==> config.mk <==
export PLATFORM = sky130hd
export DESIGN_NAME = tpcu_top
export DESIGN_NICKNAME = d
export VERILOG_FILES = /design/src/hw/tpcu_pkg.sv /design/src/hw/tpcu_prescaler.sv /design/src/hw/tpcu_channel.sv /design/src/hw/tpcu_top.sv
export SDC_FILE = /design/constraint.sdc
export NUM_CORES = 1
export LEC_CHECK = 0
export ABC_CLOCK_PERIOD_IN_PS = 4650
export BUFFER_PORTS_ARGS = -buffer_cell sky130_fd_sc_hd__buf_2
export CORE_MARGIN = 8
export CORE_UTILIZATION = 36
export CTS_CLUSTER_SIZE = 12
export DETAILED_ROUTE_END_ITERATION = 7
export PLACE_DENSITY = 0.51
export SYNTH_ARGS = -nofsm -noshare
export SYNTH_HDL_FRONTEND = slang
export SYNTH_HIERARCHICAL = 1
export SYNTH_SLANG_ARGS = --single-unit
==> constraint.sdc <==
create_clock -name mclk_i -period 4.65 [get_ports mclk_i]
set_input_delay 0.6975 -clock mclk_i [delete_from_list [all_inputs] [get_ports mclk_i]]
set_output_delay 0.6975 -clock mclk_i [all_outputs]
set_load 0.05 [all_outputs]
==> src/hw/tpcu_pkg.sv <==
// package: constants, types and helpers of the timer pwm channel unit
// Overview of operation
// - edge-aligned pwm when center select clear and mode pair is 1:0
// - edge pwm period is modulus plus one ticks, width set by channel value
// - edge pwm sets channel flag on counter equal value; interrupt if enabled
// - edge pwm with edge/level 0:0 flags on match, leaves output alone
// - edge pwm 1:0 drives high at reload to zero, low on match
// - edge pwm X:1 drives low at reload to zero, high on match
// - edge pwm channel value zero gives constant 0% duty
// - edge pwm value above modulus gives 100% duty and never flags
// - center-aligned pwm when center select set and mode pair is 1:0
// - center pwm flags on every match, counting down and counting up
// - center pwm 1:0 drives high on down match, low on up match
// - center pwm X:1 drives low on down match, high on up match
// - center pwm with edge/level 0:0 flags on match, leaves output alone
// - center pwm zero value 0% duty; above modulus 100%, flag at turn
// - modulus loads at once when stopped, else at wrap or at turn
// - outside input capture, channel value loads at once when stopped, else per mode event
// - counter trigger rises with overflow flag, holds until next increment
// - pre-trigger on flag set, trigger next increment, both drop after
// - reset clears counter, prescaler, flags; channels input capture, idle
// - interrupt requests are flag and enable, overflow and per channel
// - up counting flags overflow on modulus to zero wrap
// - center select counts up then down; overflow on modulus to minus one
package tpcu_pkg;

	localparam logic [7:0] OFS_CTRL      = 8'h00;
	localparam logic [7:0] OFS_STATUS    = 8'h04;
	localparam logic [7:0] OFS_COUNT     = 8'h08;
	localparam logic [7:0] OFS_MODULUS   = 8'h0C;
	localparam logic [7:0] OFS_CHAN_BASE = 8'h10;
	localparam logic [7:0] CHAN_STRIDE   = 8'h08;
	localparam logic [7:0] OFS_CSC       = 8'h00;
	localparam logic [7:0] OFS_VALUE     = 8'h04;
	localparam int         CTRL_W        = 7;
	localparam int         CSC_CFG_W     = 5;
	localparam int         CSC_FLAG      = 5;
	localparam int         STS_OVF       = 0;
	localparam int         STS_CHAN      = 1;
	localparam logic [1:0] CLK_OFF       = 2'h0;
	localparam logic [1:0] ELS_NONE      = 2'h0;

	typedef struct packed {
		logic [2:0] prescale;
		logic       overflow_irq_enable;
		logic       center_align_select;
		logic [1:0] counter_clock_mode;
	} tpcu_ctrl_s;

	typedef struct packed {
		logic chan_mode_sel_hi;
		logic chan_mode_sel_lo;
		logic chan_edge_level_hi;
		logic chan_edge_level_lo;
		logic chan_irq_enable;
	} tpcu_chcfg_s;

	typedef struct packed {
		logic [7:0]  addr;
		logic [31:0] wdata;
		logic        wr;
		logic        rd;
	} tpcu_bus_s;

	typedef enum logic [4:0] {
		MODE_ICAP = 5'h01,
		MODE_OCMP = 5'h02,
		MODE_EDGE_ALIGNED_PWM = 5'h04,
		MODE_CENTER_ALIGNED_PWM = 5'h08,
		MODE_NONE = 5'h10
	} tpcu_mode_e;

	function automatic tpcu_mode_e tpcu_mode(input logic center, input tpcu_chcfg_s c);
		if (center)
			return (c.chan_mode_sel_hi && !c.chan_mode_sel_lo) ? MODE_CENTER_ALIGNED_PWM : MODE_NONE;
		if (c.chan_mode_sel_lo)
			return MODE_OCMP;
		return c.chan_mode_sel_hi ? MODE_EDGE_ALIGNED_PWM : MODE_ICAP;
	endfunction

	function automatic logic [7:0] tpcu_chan_addr(input int i, input logic [7:0] ofs);
		return 8'(int'(OFS_CHAN_BASE) + int'(CHAN_STRIDE) * i + int'(ofs));
	endfunction

endpackage

==> src/hw/tpcu_prescaler.sv <==
// prescaler: divides the clock into one-cycle counter tick pulses
`timescale 1ns/100ps
module tpcu_prescaler (
	// clock and reset
	input  wire logic       mclk_i,
	input  wire logic       rst_n_i,
	// control
	input  wire logic       en_i,
	input  wire logic       clr_i,
	input  wire logic [2:0] ps_i,
	// tick
	output logic            tick_o
);
	typedef struct packed {
		logic [6:0] cnt;
	} tpcu_psc_s;

	tpcu_psc_s  s_q;
	tpcu_psc_s  s_d;
	logic [6:0] lim;

	always_comb
	begin
		s_d = s_q;
		lim = 7'((8'h01 << ps_i) - 8'h01);
		tick_o = en_i && !clr_i && (s_q.cnt >= lim);
		if (clr_i)
			s_d.cnt = 7'h00;
		else if (tick_o)
			s_d.cnt = 7'h00;
		else if (en_i)
			s_d.cnt = s_q.cnt + 7'h01;
	end

	always_ff @(posedge mclk_i or negedge rst_n_i)
	begin
		if (!rst_n_i)
			s_q <= '0;
		else
			s_q <= s_d;
	end
endmodule

==> src/hw/tpcu_channel.sv <==
// channel: match detection, flag event and output level of one channel
`timescale 1ns/100ps
module tpcu_channel
	import tpcu_pkg::*;
(
	// counter step
	input  wire logic        tick_i,
	input  wire logic        wrap_i,
	input  wire logic        turn_i,
	input  wire logic        up_i,
	input  wire logic [15:0] cnt_i,
	input  wire logic [15:0] mod_i,
	// channel setup
	input  wire tpcu_mode_e  mode_i,
	input  wire tpcu_chcfg_s cfg_i,
	input  wire logic [15:0] cv_i,
	input  wire logic        out_i,
	// results
	output logic             set_o,
	output logic             out_o,
	output logic             oe_o
);
	logic       match;
	logic       over;
	logic [1:0] els;

	always_comb
	begin
		match = tick_i && (cnt_i == cv_i);
		over = cv_i > mod_i;
		els = {cfg_i.chan_edge_level_hi, cfg_i.chan_edge_level_lo};
		set_o = 1'b0;
		out_o = out_i;
		oe_o = (els != ELS_NONE) && (mode_i != MODE_ICAP) && (mode_i != MODE_NONE);
		unique case (mode_i)
			MODE_EDGE_ALIGNED_PWM:
			begin
				set_o = match;
				if (oe_o)
				begin
					// match after reload so a zero value stays at the match level (low for 1:0, high for X:1) for the whole period
					if (wrap_i)
						out_o = !cfg_i.chan_edge_level_lo;
					if (match)
						out_o = cfg_i.chan_edge_level_lo;
				end
			end
			MODE_CENTER_ALIGNED_PWM:
			begin
				set_o = match || (turn_i && over);
				if (oe_o && match)
					out_o = up_i ? cfg_i.chan_edge_level_lo : !cfg_i.chan_edge_level_lo;
				else if (oe_o && turn_i && over)
					out_o = !cfg_i.chan_edge_level_lo;
			end
			MODE_OCMP:
			begin
				set_o = match;
				if (match && els == 2'h1)
					out_o = !out_i;
				else if (match)
					out_o = cfg_i.chan_edge_level_lo;
			end
			MODE_ICAP, MODE_NONE:
			begin
				set_o = 1'b0;
			end
		endcase
	end
endmodule

==> src/hw/tpcu_top.sv <==
// top: registers, counter, buffered loads, flags, triggers and channels
//
// Implementation choices: strobed register access and the register addresses.
`timescale 1ns/100ps
module tpcu_top
	import tpcu_pkg::*;
#(
	parameter int NCH = 2
) (
	// clock and reset
	input  wire logic               mclk_i,
	input  wire logic               rst_n_i,
	// register port
	input  wire tpcu_pkg::tpcu_bus_s bus_i,
	output logic [31:0]             rdata_o,
	// channel pins
	output logic [NCH-1:0]          chan_out_o,
	output logic [NCH-1:0]          chan_oe_o,
	// interrupt requests
	output logic                    ovf_irq_o,
	output logic [NCH-1:0]          chan_irq_o,
	// triggers
	output logic                    cnt_trig_o,
	output logic [NCH-1:0]          chan_pretrig_o,
	output logic [NCH-1:0]          chan_trig_o
);
	typedef struct packed {
		tpcu_ctrl_s            ctrl;
		logic [15:0]           cnt;
		logic                  down;
		logic [15:0]           modv;
		logic [15:0]           mod_buf;
		logic                  mod_pend;
		logic                  overflow_flag;
		logic                  ovf_trig;
		logic                  ovf_irq;
		logic [31:0]           rdata;
		tpcu_chcfg_s [NCH-1:0] cfg;
		logic [NCH-1:0][15:0]  cv;
		logic [NCH-1:0][15:0]  cv_buf;
		logic [NCH-1:0]        cv_pend;
		logic [NCH-1:0]        chan_flag;
		logic [NCH-1:0]        pre;
		logic [NCH-1:0]        trg;
		logic [NCH-1:0]        out;
		logic [NCH-1:0]        oe;
		logic [NCH-1:0]        irq;
	} tpcu_state_s;

	tpcu_state_s    s_q;
	tpcu_state_s    s_d;
	logic           run;
	logic           tick;
	logic           cnt_wr;
	logic           wrap;
	logic           turn;
	logic           ch_up;
	logic [15:0]    cnt_nxt;
	logic           down_nxt;
	tpcu_mode_e     mode [NCH];
	logic [NCH-1:0] ch_set;
	logic [NCH-1:0] ch_out;
	logic [NCH-1:0] ch_oe;

	assign run = s_q.ctrl.counter_clock_mode != CLK_OFF;
	assign cnt_wr = bus_i.wr && (bus_i.addr == OFS_COUNT);

	tpcu_prescaler u_psc (
		.mclk_i  (mclk_i),
		.rst_n_i (rst_n_i),
		.en_i    (run),
		.clr_i   (cnt_wr),
		.ps_i    (s_q.ctrl.prescale),
		.tick_o  (tick)
	);

	// counter step, kept apart so the channels can feed the state update
	always_comb
	begin
		cnt_nxt = s_q.cnt;
		down_nxt = s_q.down;
		wrap = 1'b0;
		turn = 1'b0;
		if (tick && !s_q.ctrl.center_align_select)
		begin
			if (s_q.cnt == s_q.modv)
			begin
				cnt_nxt = 16'h0000;
				wrap = 1'b1;
			end
			else
				cnt_nxt = s_q.cnt + 16'h0001;
		end
		else if (tick && !s_q.down)
		begin
			// beyond modulus after a reload also turns, to avoid a long climb
			if (s_q.cnt >= s_q.modv)
			begin
				cnt_nxt = s_q.modv - 16'h0001;
				down_nxt = 1'b1;
				turn = 1'b1;
			end
			else
				cnt_nxt = s_q.cnt + 16'h0001;
		end
		else if (tick)
		begin
			if (s_q.cnt == 16'h0000)
			begin
				cnt_nxt = 16'h0001;
				down_nxt = 1'b0;
			end
			else
				cnt_nxt = s_q.cnt - 16'h0001;
		end
		// zero counts as up so a zero value never opens a pulse
		ch_up = !(down_nxt && cnt_nxt != 16'h0000);
	end

	for (genvar g = 0; g < NCH; g++)
	begin : g_ch
		assign mode[g] = tpcu_mode(s_q.ctrl.center_align_select, s_q.cfg[g]);

		tpcu_channel u_ch (
			.tick_i (tick),
			.wrap_i (wrap),
			.turn_i (turn),
			.up_i   (ch_up),
			.cnt_i  (cnt_nxt),
			.mod_i  (s_q.modv),
			.mode_i (mode[g]),
			.cfg_i  (s_q.cfg[g]),
			.cv_i   (s_q.cv[g]),
			.out_i  (s_q.out[g]),
			.set_o  (ch_set[g]),
			.out_o  (ch_out[g]),
			.oe_o   (ch_oe[g])
		);
	end

	always_comb
	begin
		logic        sts_wr;
		logic        csc_wr;
		logic        val_wr;
		logic        clr;
		logic        load;
		logic [31:0] rv;
		sts_wr = bus_i.wr && (bus_i.addr == OFS_STATUS);
		csc_wr = 1'b0;
		val_wr = 1'b0;
		clr = 1'b0;
		load = 1'b0;
		rv = 32'h0000_0000;
		s_d = s_q;

		if (bus_i.wr && bus_i.addr == OFS_CTRL)
			s_d.ctrl = tpcu_ctrl_s'(bus_i.wdata[CTRL_W-1:0]);

		// a count write restarts the counter and the prescaler
		s_d.cnt = cnt_wr ? 16'h0000 : cnt_nxt;
		s_d.down = cnt_wr ? 1'b0 : down_nxt;

		// set wins over a write-one clear landing in the same cycle
		clr = sts_wr && bus_i.wdata[STS_OVF];
		s_d.overflow_flag = (s_q.overflow_flag && !clr) || wrap || turn;
		s_d.ovf_irq = s_d.overflow_flag && s_d.ctrl.overflow_irq_enable;

		if (wrap || turn)
			s_d.ovf_trig = 1'b1;
		else if (tick)
			s_d.ovf_trig = 1'b0;

		load = s_q.ctrl.center_align_select ? turn : wrap;
		if (s_q.mod_pend && (!run || load))
		begin
			s_d.modv = s_q.mod_buf;
			s_d.mod_pend = 1'b0;
		end
		if (bus_i.wr && bus_i.addr == OFS_MODULUS)
		begin
			s_d.mod_buf = bus_i.wdata[15:0];
			if (run)
				s_d.mod_pend = 1'b1;
			else
				s_d.modv = bus_i.wdata[15:0];
		end

		for (int i = 0; i < NCH; i++)
		begin
			csc_wr = bus_i.wr && (bus_i.addr == tpcu_chan_addr(i, OFS_CSC));
			val_wr = bus_i.wr && (bus_i.addr == tpcu_chan_addr(i, OFS_VALUE));
			load = ((mode[i] == MODE_OCMP) && tick) || ((mode[i] == MODE_EDGE_ALIGNED_PWM) && wrap)
				|| ((mode[i] == MODE_CENTER_ALIGNED_PWM) && turn);
			if (s_q.cv_pend[i] && (!run || load))
			begin
				s_d.cv[i] = s_q.cv_buf[i];
				s_d.cv_pend[i] = 1'b0;
			end
			// value writes are dropped while the channel captures
			if (val_wr && mode[i] != MODE_ICAP)
			begin
				s_d.cv_buf[i] = bus_i.wdata[15:0];
				if (run)
					s_d.cv_pend[i] = 1'b1;
				else
					s_d.cv[i] = bus_i.wdata[15:0];
			end
			if (csc_wr)
				s_d.cfg[i] = tpcu_chcfg_s'(bus_i.wdata[CSC_CFG_W-1:0]);

			clr = (csc_wr && bus_i.wdata[CSC_FLAG]) || (sts_wr && bus_i.wdata[STS_CHAN+i]);
			s_d.chan_flag[i] = (s_q.chan_flag[i] && !clr) || ch_set[i];
			s_d.irq[i] = s_d.chan_flag[i] && s_d.cfg[i].chan_irq_enable;

			if (ch_set[i])
			begin
				s_d.pre[i] = 1'b1;
				s_d.trg[i] = 1'b0;
			end
			else if (tick && s_q.trg[i])
			begin
				s_d.pre[i] = 1'b0;
				s_d.trg[i] = 1'b0;
			end
			else if (tick && s_q.pre[i])
				s_d.trg[i] = 1'b1;

			s_d.out[i] = ch_out[i];
			s_d.oe[i] = ch_oe[i];

			if (bus_i.addr == tpcu_chan_addr(i, OFS_CSC))
				rv = {26'h0, s_q.chan_flag[i], s_q.cfg[i]};
			else if (bus_i.addr == tpcu_chan_addr(i, OFS_VALUE))
				rv = {16'h0000, s_q.cv_buf[i]};
		end

		unique case (bus_i.addr)
			OFS_CTRL:    rv = {25'h0, s_q.ctrl};
			OFS_STATUS:  rv = 32'({s_q.chan_flag, s_q.overflow_flag});
			OFS_COUNT:   rv = {16'h0000, s_q.cnt};
			OFS_MODULUS: rv = {16'h0000, s_q.mod_buf};
			default:     rv = rv;
		endcase
		s_d.rdata = bus_i.rd ? rv : 32'h0000_0000;
	end

	// reset leaves everything stopped, flags clear, channels capturing
	always_ff @(posedge mclk_i or negedge rst_n_i)
	begin
		if (!rst_n_i)
			s_q <= '0;
		else
			s_q <= s_d;
	end

	assign rdata_o = s_q.rdata;
	assign chan_out_o = s_q.out;
	assign chan_oe_o = s_q.oe;
	assign ovf_irq_o = s_q.ovf_irq;
	assign chan_irq_o = s_q.irq;
	assign cnt_trig_o = s_q.ovf_trig;
	assign chan_pretrig_o = s_q.pre;
	assign chan_trig_o = s_q.trg;

	logic epwm0;
	logic cpwm0;
	assign epwm0 = mode[0] == MODE_EDGE_ALIGNED_PWM;
	assign cpwm0 = mode[0] == MODE_CENTER_ALIGNED_PWM;
endmodule

# Word-level counts from Yosys, hierarchy flattened
# Cells that the tools add are included.
op_classes:
  n_eq_ne: 34
  shift: 1
  n_reduce_logical: 106
  n_bitwise: 0
  mul: 0
  n_lt_le_gt_ge: 4
  n_addsub: 5
  div: 0
  n_mux: 97
ops:
  columns: ["cell", "count"]
  rows:
  - ["$mux W16", 17]
  - ["$pmux W32 S4", 1]
  - ["$mux W32", 3]
  - ["$logic_and A1 B1 Y1", 57]
  - ["$mux W1", 55]
  - ["$mux W5", 10]
  - ["$eq A16 B16 Y1", 3]
  - ["$mux W33", 1]
  - ["$eq A8 B5 Y1 const B", 4]
  - ["$gt A16 B16 Y1", 2]
  - ["$sub A16 B1 Y16 const B", 2]
  - ["$mux W7", 3]
  - ["$add A16 B1 Y16 const B", 1]
  - ["$eq A8 B4 Y1 const B", 2]
  - ["$ge A16 B16 Y1", 1]
  - ["$logic_not A16 Y1", 1]
  - ["$logic_or A1 B1 Y1", 16]
  - ["$reduce_bool A16 Y1", 1]
  - ["$reduce_bool A3 Y1", 5]
  - ["$logic_not A1 Y1", 13]
  - ["$ne A3 B1 Y1 const B", 4]
  - ["$pmux W1 S3", 4]
  - ["$reduce_bool A2 Y1", 6]
  - ["$eq A5 B1 Y1 const B", 2]
  - ["other kinds (19)", 33]
word_totals:
  latchBits: 0
  out_inout_bits: 44
  memories: 0
  ff_bits: 187
  rom_bits: 0
  mem_bits_rw: 0

# Depth between registers and ports, before layout
logic_depth:
  depth_word: 16
  ltp_mapped: 23
  depth_no_buf: 22

# By module
# Netlist, hierarchy kept.
modules_own_cells:
  columns: ["mod", "cells_per_inst", "instances", "area_each_um2"]
  rows:
  - ["tpcu_top", 929, 1, 9168.8]
  - ["tpcu_channel", 110, 2, 810.8]
  - ["tpcu_prescaler", 62, 1, 595.6]

# Least setup slack after synthesis
# Ideal clock, no wire load.
synth_timing:
  kind: "flip-flop to flip-flop"
  start: "reg s_q[178] (netlist bit)"
  end: "reg s_q (netlist bit chan_out_o[1])"
  n_path_buf: 0
  slack_ps: -62
  period_less_slack_ps: 4712
  path_stages_with_launch: 18
  t_arrival_ps: 4575
  required_ps: 4513
  setup_ps: 137
  path_cell_list: "dfrtp_1 or3_1 ha_1 nand2b_4 a2111oi_4 or3_2 a21oi_1 inv_1 nor3_1 a22oi_1 o211ai_1 xor2_1 nor4_1 nand3_1 nor4_4 mux2i_1 o211a_1 o2111ai_1"
synth_via:
  elab_chain_len: 12
synth_lines:
  columns: ["element", "line_no", "source"]
  rows:
  - ["from (decl)", "tpcu_top.sv:50", "tpcu_state_s s_q;"]
  - ["from (signal assigned)", "tpcu_top.sv:252", "s_q <= '0;"]
  - ["from (signal assigned)", "tpcu_top.sv:254", "s_q <= s_d;"]
  - ["$shl A1 B3 Y7 *", "tpcu_prescaler.sv:25", "lim = 7'((8'h01 << ps_i) - 8'h01);"]
  - ["$sub A7 B1 Y7 *", "tpcu_prescaler.sv:25", null]
  - ["$ge A7 B7 Y1 *", "tpcu_prescaler.sv:26", "tick_o = en_i && !clr_i && (s_q.cnt >= lim);"]
  - ["$logic_and A1 B1 Y1 *", "tpcu_prescaler.sv:26", null]
  - ["net tick", "tpcu_top.sv:53", "logic tick;"]
  - ["$mux W16 / $logic_and A1 B1 Y1 (equally long branches)", "tpcu_top.sv:106, tpcu_top.sv:94", null]
  - ["$mux W16", "tpcu_top.sv:94", "else if (tick && !s_q.down)"]
  - ["$mux W16 *", "tpcu_top.sv:84", "if (tick && !s_q.ctrl.center_align_select)"]
  - ["net cnt_nxt[7]", "tpcu_top.sv:58", "logic [15:0] cnt_nxt;"]
  - ["$eq A16 B16 Y1 / $reduce_bool A16 Y1 (equally long branches)", "tpcu_channel.sv:29, tpcu_top.sv:117", null]
  - ["$logic_and A1 B1 Y1 (on tied branches)", "tpcu_channel.sv:29, tpcu_top.sv:117", null]
  - ["$mux W1, or another cell as far along", "tpcu_channel.sv:44", "if (match)"]
  - ["$mux W1 (on tied branches)", "tpcu_channel.sv:39, tpcu_channel.sv:51, tpcu_channel.sv:59", null]
  - ["$pmux W1 S3 *", "tpcu_channel.sv:35", "unique case (mode_i)"]
  - ["net ch_out[1]", "tpcu_top.sv:62", "logic [NCH-1:0] ch_out;"]
# Mark *: on every way through the listed nets, which the timed path passes. The rest lies on a longest branch. The select of a mux whose other input is x is not followed.
# A chain may end at the register's enable or synchronous reset.

# Final worst setup path
layout_timing:
  start: "reg s_q[177] (netlist bit)"
  end: "reg s_q (netlist bit chan_out_o[1])"
# The elaborated chain is that of the path after synthesis.

==> out/results.tsv <==
metric	value	unit
maximum VDD drop	0.000299	V
Final Hold Viols	0	
H-tree Lvls	4	
sequential-to-total area share from yosys stat	37.6	%
vias in the first global route	9530	
Syn. warnings	6	
setup_tns	-0.0275	ns
CTS tree	done	
Synth Flop Type	dfrtp_1	
outcome	finished with violations	
max-cap viol count	0	
antenna violations before repair	1	
Inserted Clock Buffers	17	
Final Setup Violations	1	
Clk Latency, worst-skew pair	0.43	ns
Placed Area	12700	um2
Post-synth EDFFs	0	
Final Max Tran Viols	0	
Leakage	0.00661	uW
CTS Buffer Depth	2	
worst slew pin tran	1.17	ns
flops & latches, synth	171	
Area Overhead vs Synth	20.2	%
final setup margin	-0.0275	ns
crit share post-route	101	%
failing checks	negative setup slack	
fin nets	1444	
total I/O pin count	88	
worst clock skew	0.00881	ns
clk sinks	171	
Routed Antenna Nets	0	
fraction of registers with async set/reset	100	%
Hold Path Class	primary input to asynchronous set/reset pin	
Critical Path Max Stage Delay	0.37	ns
RSZ-0062 raised after global routing	yes	
chip width	194	um
PwrDens	395	nW/um2
Final Power	5400	uW
Cells after Synth	1211	
CP max FO	4	
global route overflow	0	
type of destination of the critical path	flop	
Finished Cell Area	13700	um2
starting density of the core	36.3	%
Area contributors post-synth	dfrtp_1 (38%), mux2_2 (6.7%), ha_1 (6.6%)	
DR vias	9606	
layout cells sized above 1	26.2	%
WL/cell	20.9	um
routed vias/inst	5.47	
Setup CP Type	flop to flop	
critical path cell sequence	or3_1, ha_1, nand2b_4, a2111oi_4, or3_4, a21oi_4, nor3b_4, nand4_1, buf_4, nor2_4, xor2_1, nand2_1, o221ai_4, buf_12, xor2_2, nor4_2, nand3_1, nor4_4, buf_6, buf_4, mux2i_1, nand4_1, o2111ai_2	
area fraction of the dominant cell type after synthesis	37.6	%
Post-Syn Area	11400	um2
hpwl dp	27700	um
Final Util	43.6	%
Die Ht	194	um
routed wire length	36700	um
largest net degree at the start of global routing	106	
Die ar.	37600	um2
Required @ worst endpoint	5.01	ns
min cycle time layout	4.68	ns
leading cell type in the layout, fill and taps excluded	dfrtp_1	
placer congestion estimate	0.892	
cts-stage hold buffer count	0	
site row count	65	
CP Buf/Inv Count	4	
startpoint types	flop	
Avg Inst Size Synth	9.40	um2
Pre-Repair DR Iteration Count	6	
total core area	31400	um2
iteration-0 DRC count of the detailed router	856	
commonest non-fill, non-tap cells in the layout	dfrtp_1 (171), buf_4 (123), nor2_1 (95)	
delay-heaviest family, CP	simple AND/OR/NAND/NOR gates	
CP max-delay cell	dfrtp_1	
Residual DRC	0	
crit path DAT	5.03	ns
Root Buffer	clkbuf_16	
Port Buffer Count	55	
cell taking the most area after synthesis	dfrtp_1	
FMAX	214	MHz
Rel. slew slack	21.9	%
first-pass GRT wire length	56900	um
Cell variety after synth	84	
GRT Overall Usage	19.3	%
clock-pin transition on the worst setup and hold timing paths	0.07	ns
[worst register-to-register path, delay by kind of cell (launching register included)]
family	cells	cell delay, ns
AND/OR/NAND/NOR	11	2.29
buffers and inverters	4	0.67
AO/OA/AOI/OAI	4	0.58
flip-flops	1	0.37
adder cells (fa/ha/maj)	1	0.28
XOR/XNOR	2	0.24
multiplexers	1	0.20
[power breakdown]
group	switching (uW)	leakage, uW	total [uW]	internal [uW]
clock	612	0.000295	1480	864
combinational	1300	0.00396	2210	907
sequential	138	0.00236	1720	1580
total	2050	0.00661	5400	3350
[through the flow]
stage | hold WS [ns] | cells | setup WS [ns]
6_report | 0.349 | 1756 | -0.0275
5_1_grt | 0.440 | 1756 | -0.216
4_1_cts | 0.411 | 1750 | -0.000790
3_5_place_dp | 0.471 | 1714 | -0.571
3_3_place_gp | 0.465 | 1714 | -0.470
2_1_floorplan | 0.402 | 1226 | 0.116
[sequential cells by signal, summed over array words and instances (netlist names)]
name and cells:
chan_irq_o 2, chan_oe_o 2, chan_out_o 2, chan_pretrig_o 2, chan_trig_o 2, cnt_trig_o 1
ovf_irq_o 1, rdata_o 16, s_q 136, u_psc/s_q 7
[Yosys cell counts (all sizes together) (3+ instances only)]
cell,instances
dfrtp,171
nor2,99
a21oi,87
nand2,79
inv,72
mux2,69
ha,60
mux2i,58
xnor2,52
o21ai,51
buf,48
clkbuf,44
nand3,41
nor3,24
and2,23
nand4,22
a22oi,18
xor2,17
a21o,15
nor4,13
nor2b,11
a22o,9
nand2b,9
a221oi,7
a222oi,7
or2,7
a211oi,6
a221o,6
nand3b,6
o211ai,6
o31ai,6
a21boi,5
and3,5
and4,5
o2111ai,5
o22ai,5
a31o,4
o221ai,4
or4,4
a2111oi,3
or3,3
[kinds of logic (layout without fill, tap and decap cells)]
kind of cell | count (synthesis) | in the layout | share of synthesized area [%]
and+or+nand+nor | 361 | 361 | 16.5
adders and majority gates | 60 | 60 | 6.59
xor gates and xnor gates | 69 | 69 | 5.31
muxes | 127 | 127 | 12.0
other | 1 | 17 | 0.0329
DFF | 171 | 171 | 37.6
AOI/OAI and AO/OA | 258 | 258 | 15.2
buffers and inverters | 164 | 291 | 6.89
[metal layers]
metal | wire, um | GRT usage (%) | vias to the layer above
li1 | - | - | 4562
met2 | 16800 | 30.3 | 299
met1 | 17500 | 27.6 | 4704
met5 | 0 | 0 | -
met3 | 1780 | 2.59 | 41
met4 | 618 | 5.23 | 0
[path summary, 6_finish.rpt]
path / cells after the start / slack, ns / from / end
max: 23 / -0.03 / s_q[177] / chan_out_o[1]
max reg2reg: 23 / -0.03 / s_q[177] / chan_out_o[1]
max in group asynchronous: 2 / 3.37 / rst_n_i / u_psc/s_q[2]
min reg2reg: 1 / 0.48 / cnt_trig_o / cnt_trig_o
min in group mclk_i: 1 / 0.48 / cnt_trig_o / cnt_trig_o
min: 1 / 0.35 / rst_n_i / s_q[166]
[layout make-up]
cell class                      count  area (um2)
Fill cell                        3112       17700
Multi-Input combinational cell    891        6690
Sequential cell                   171        4280
Timing Repair Buffer              187        1340
Tap cell                          402         503
Clock buffer                       23         498
Inverter                           72         270
Clock inverter                      9         111
Antenna cell                        1        2.50
[what timing repair did]
item / in CTS / in global routing
endpoints found under the setup margin: 10 / 10
setup buffers: 4 / 5
hold endpoints to repair: 0 / 0
gates resized for setup: 21 / 35
pin swaps: 9 / 19
No activity file was read; power rests on OpenSTA's default activity.
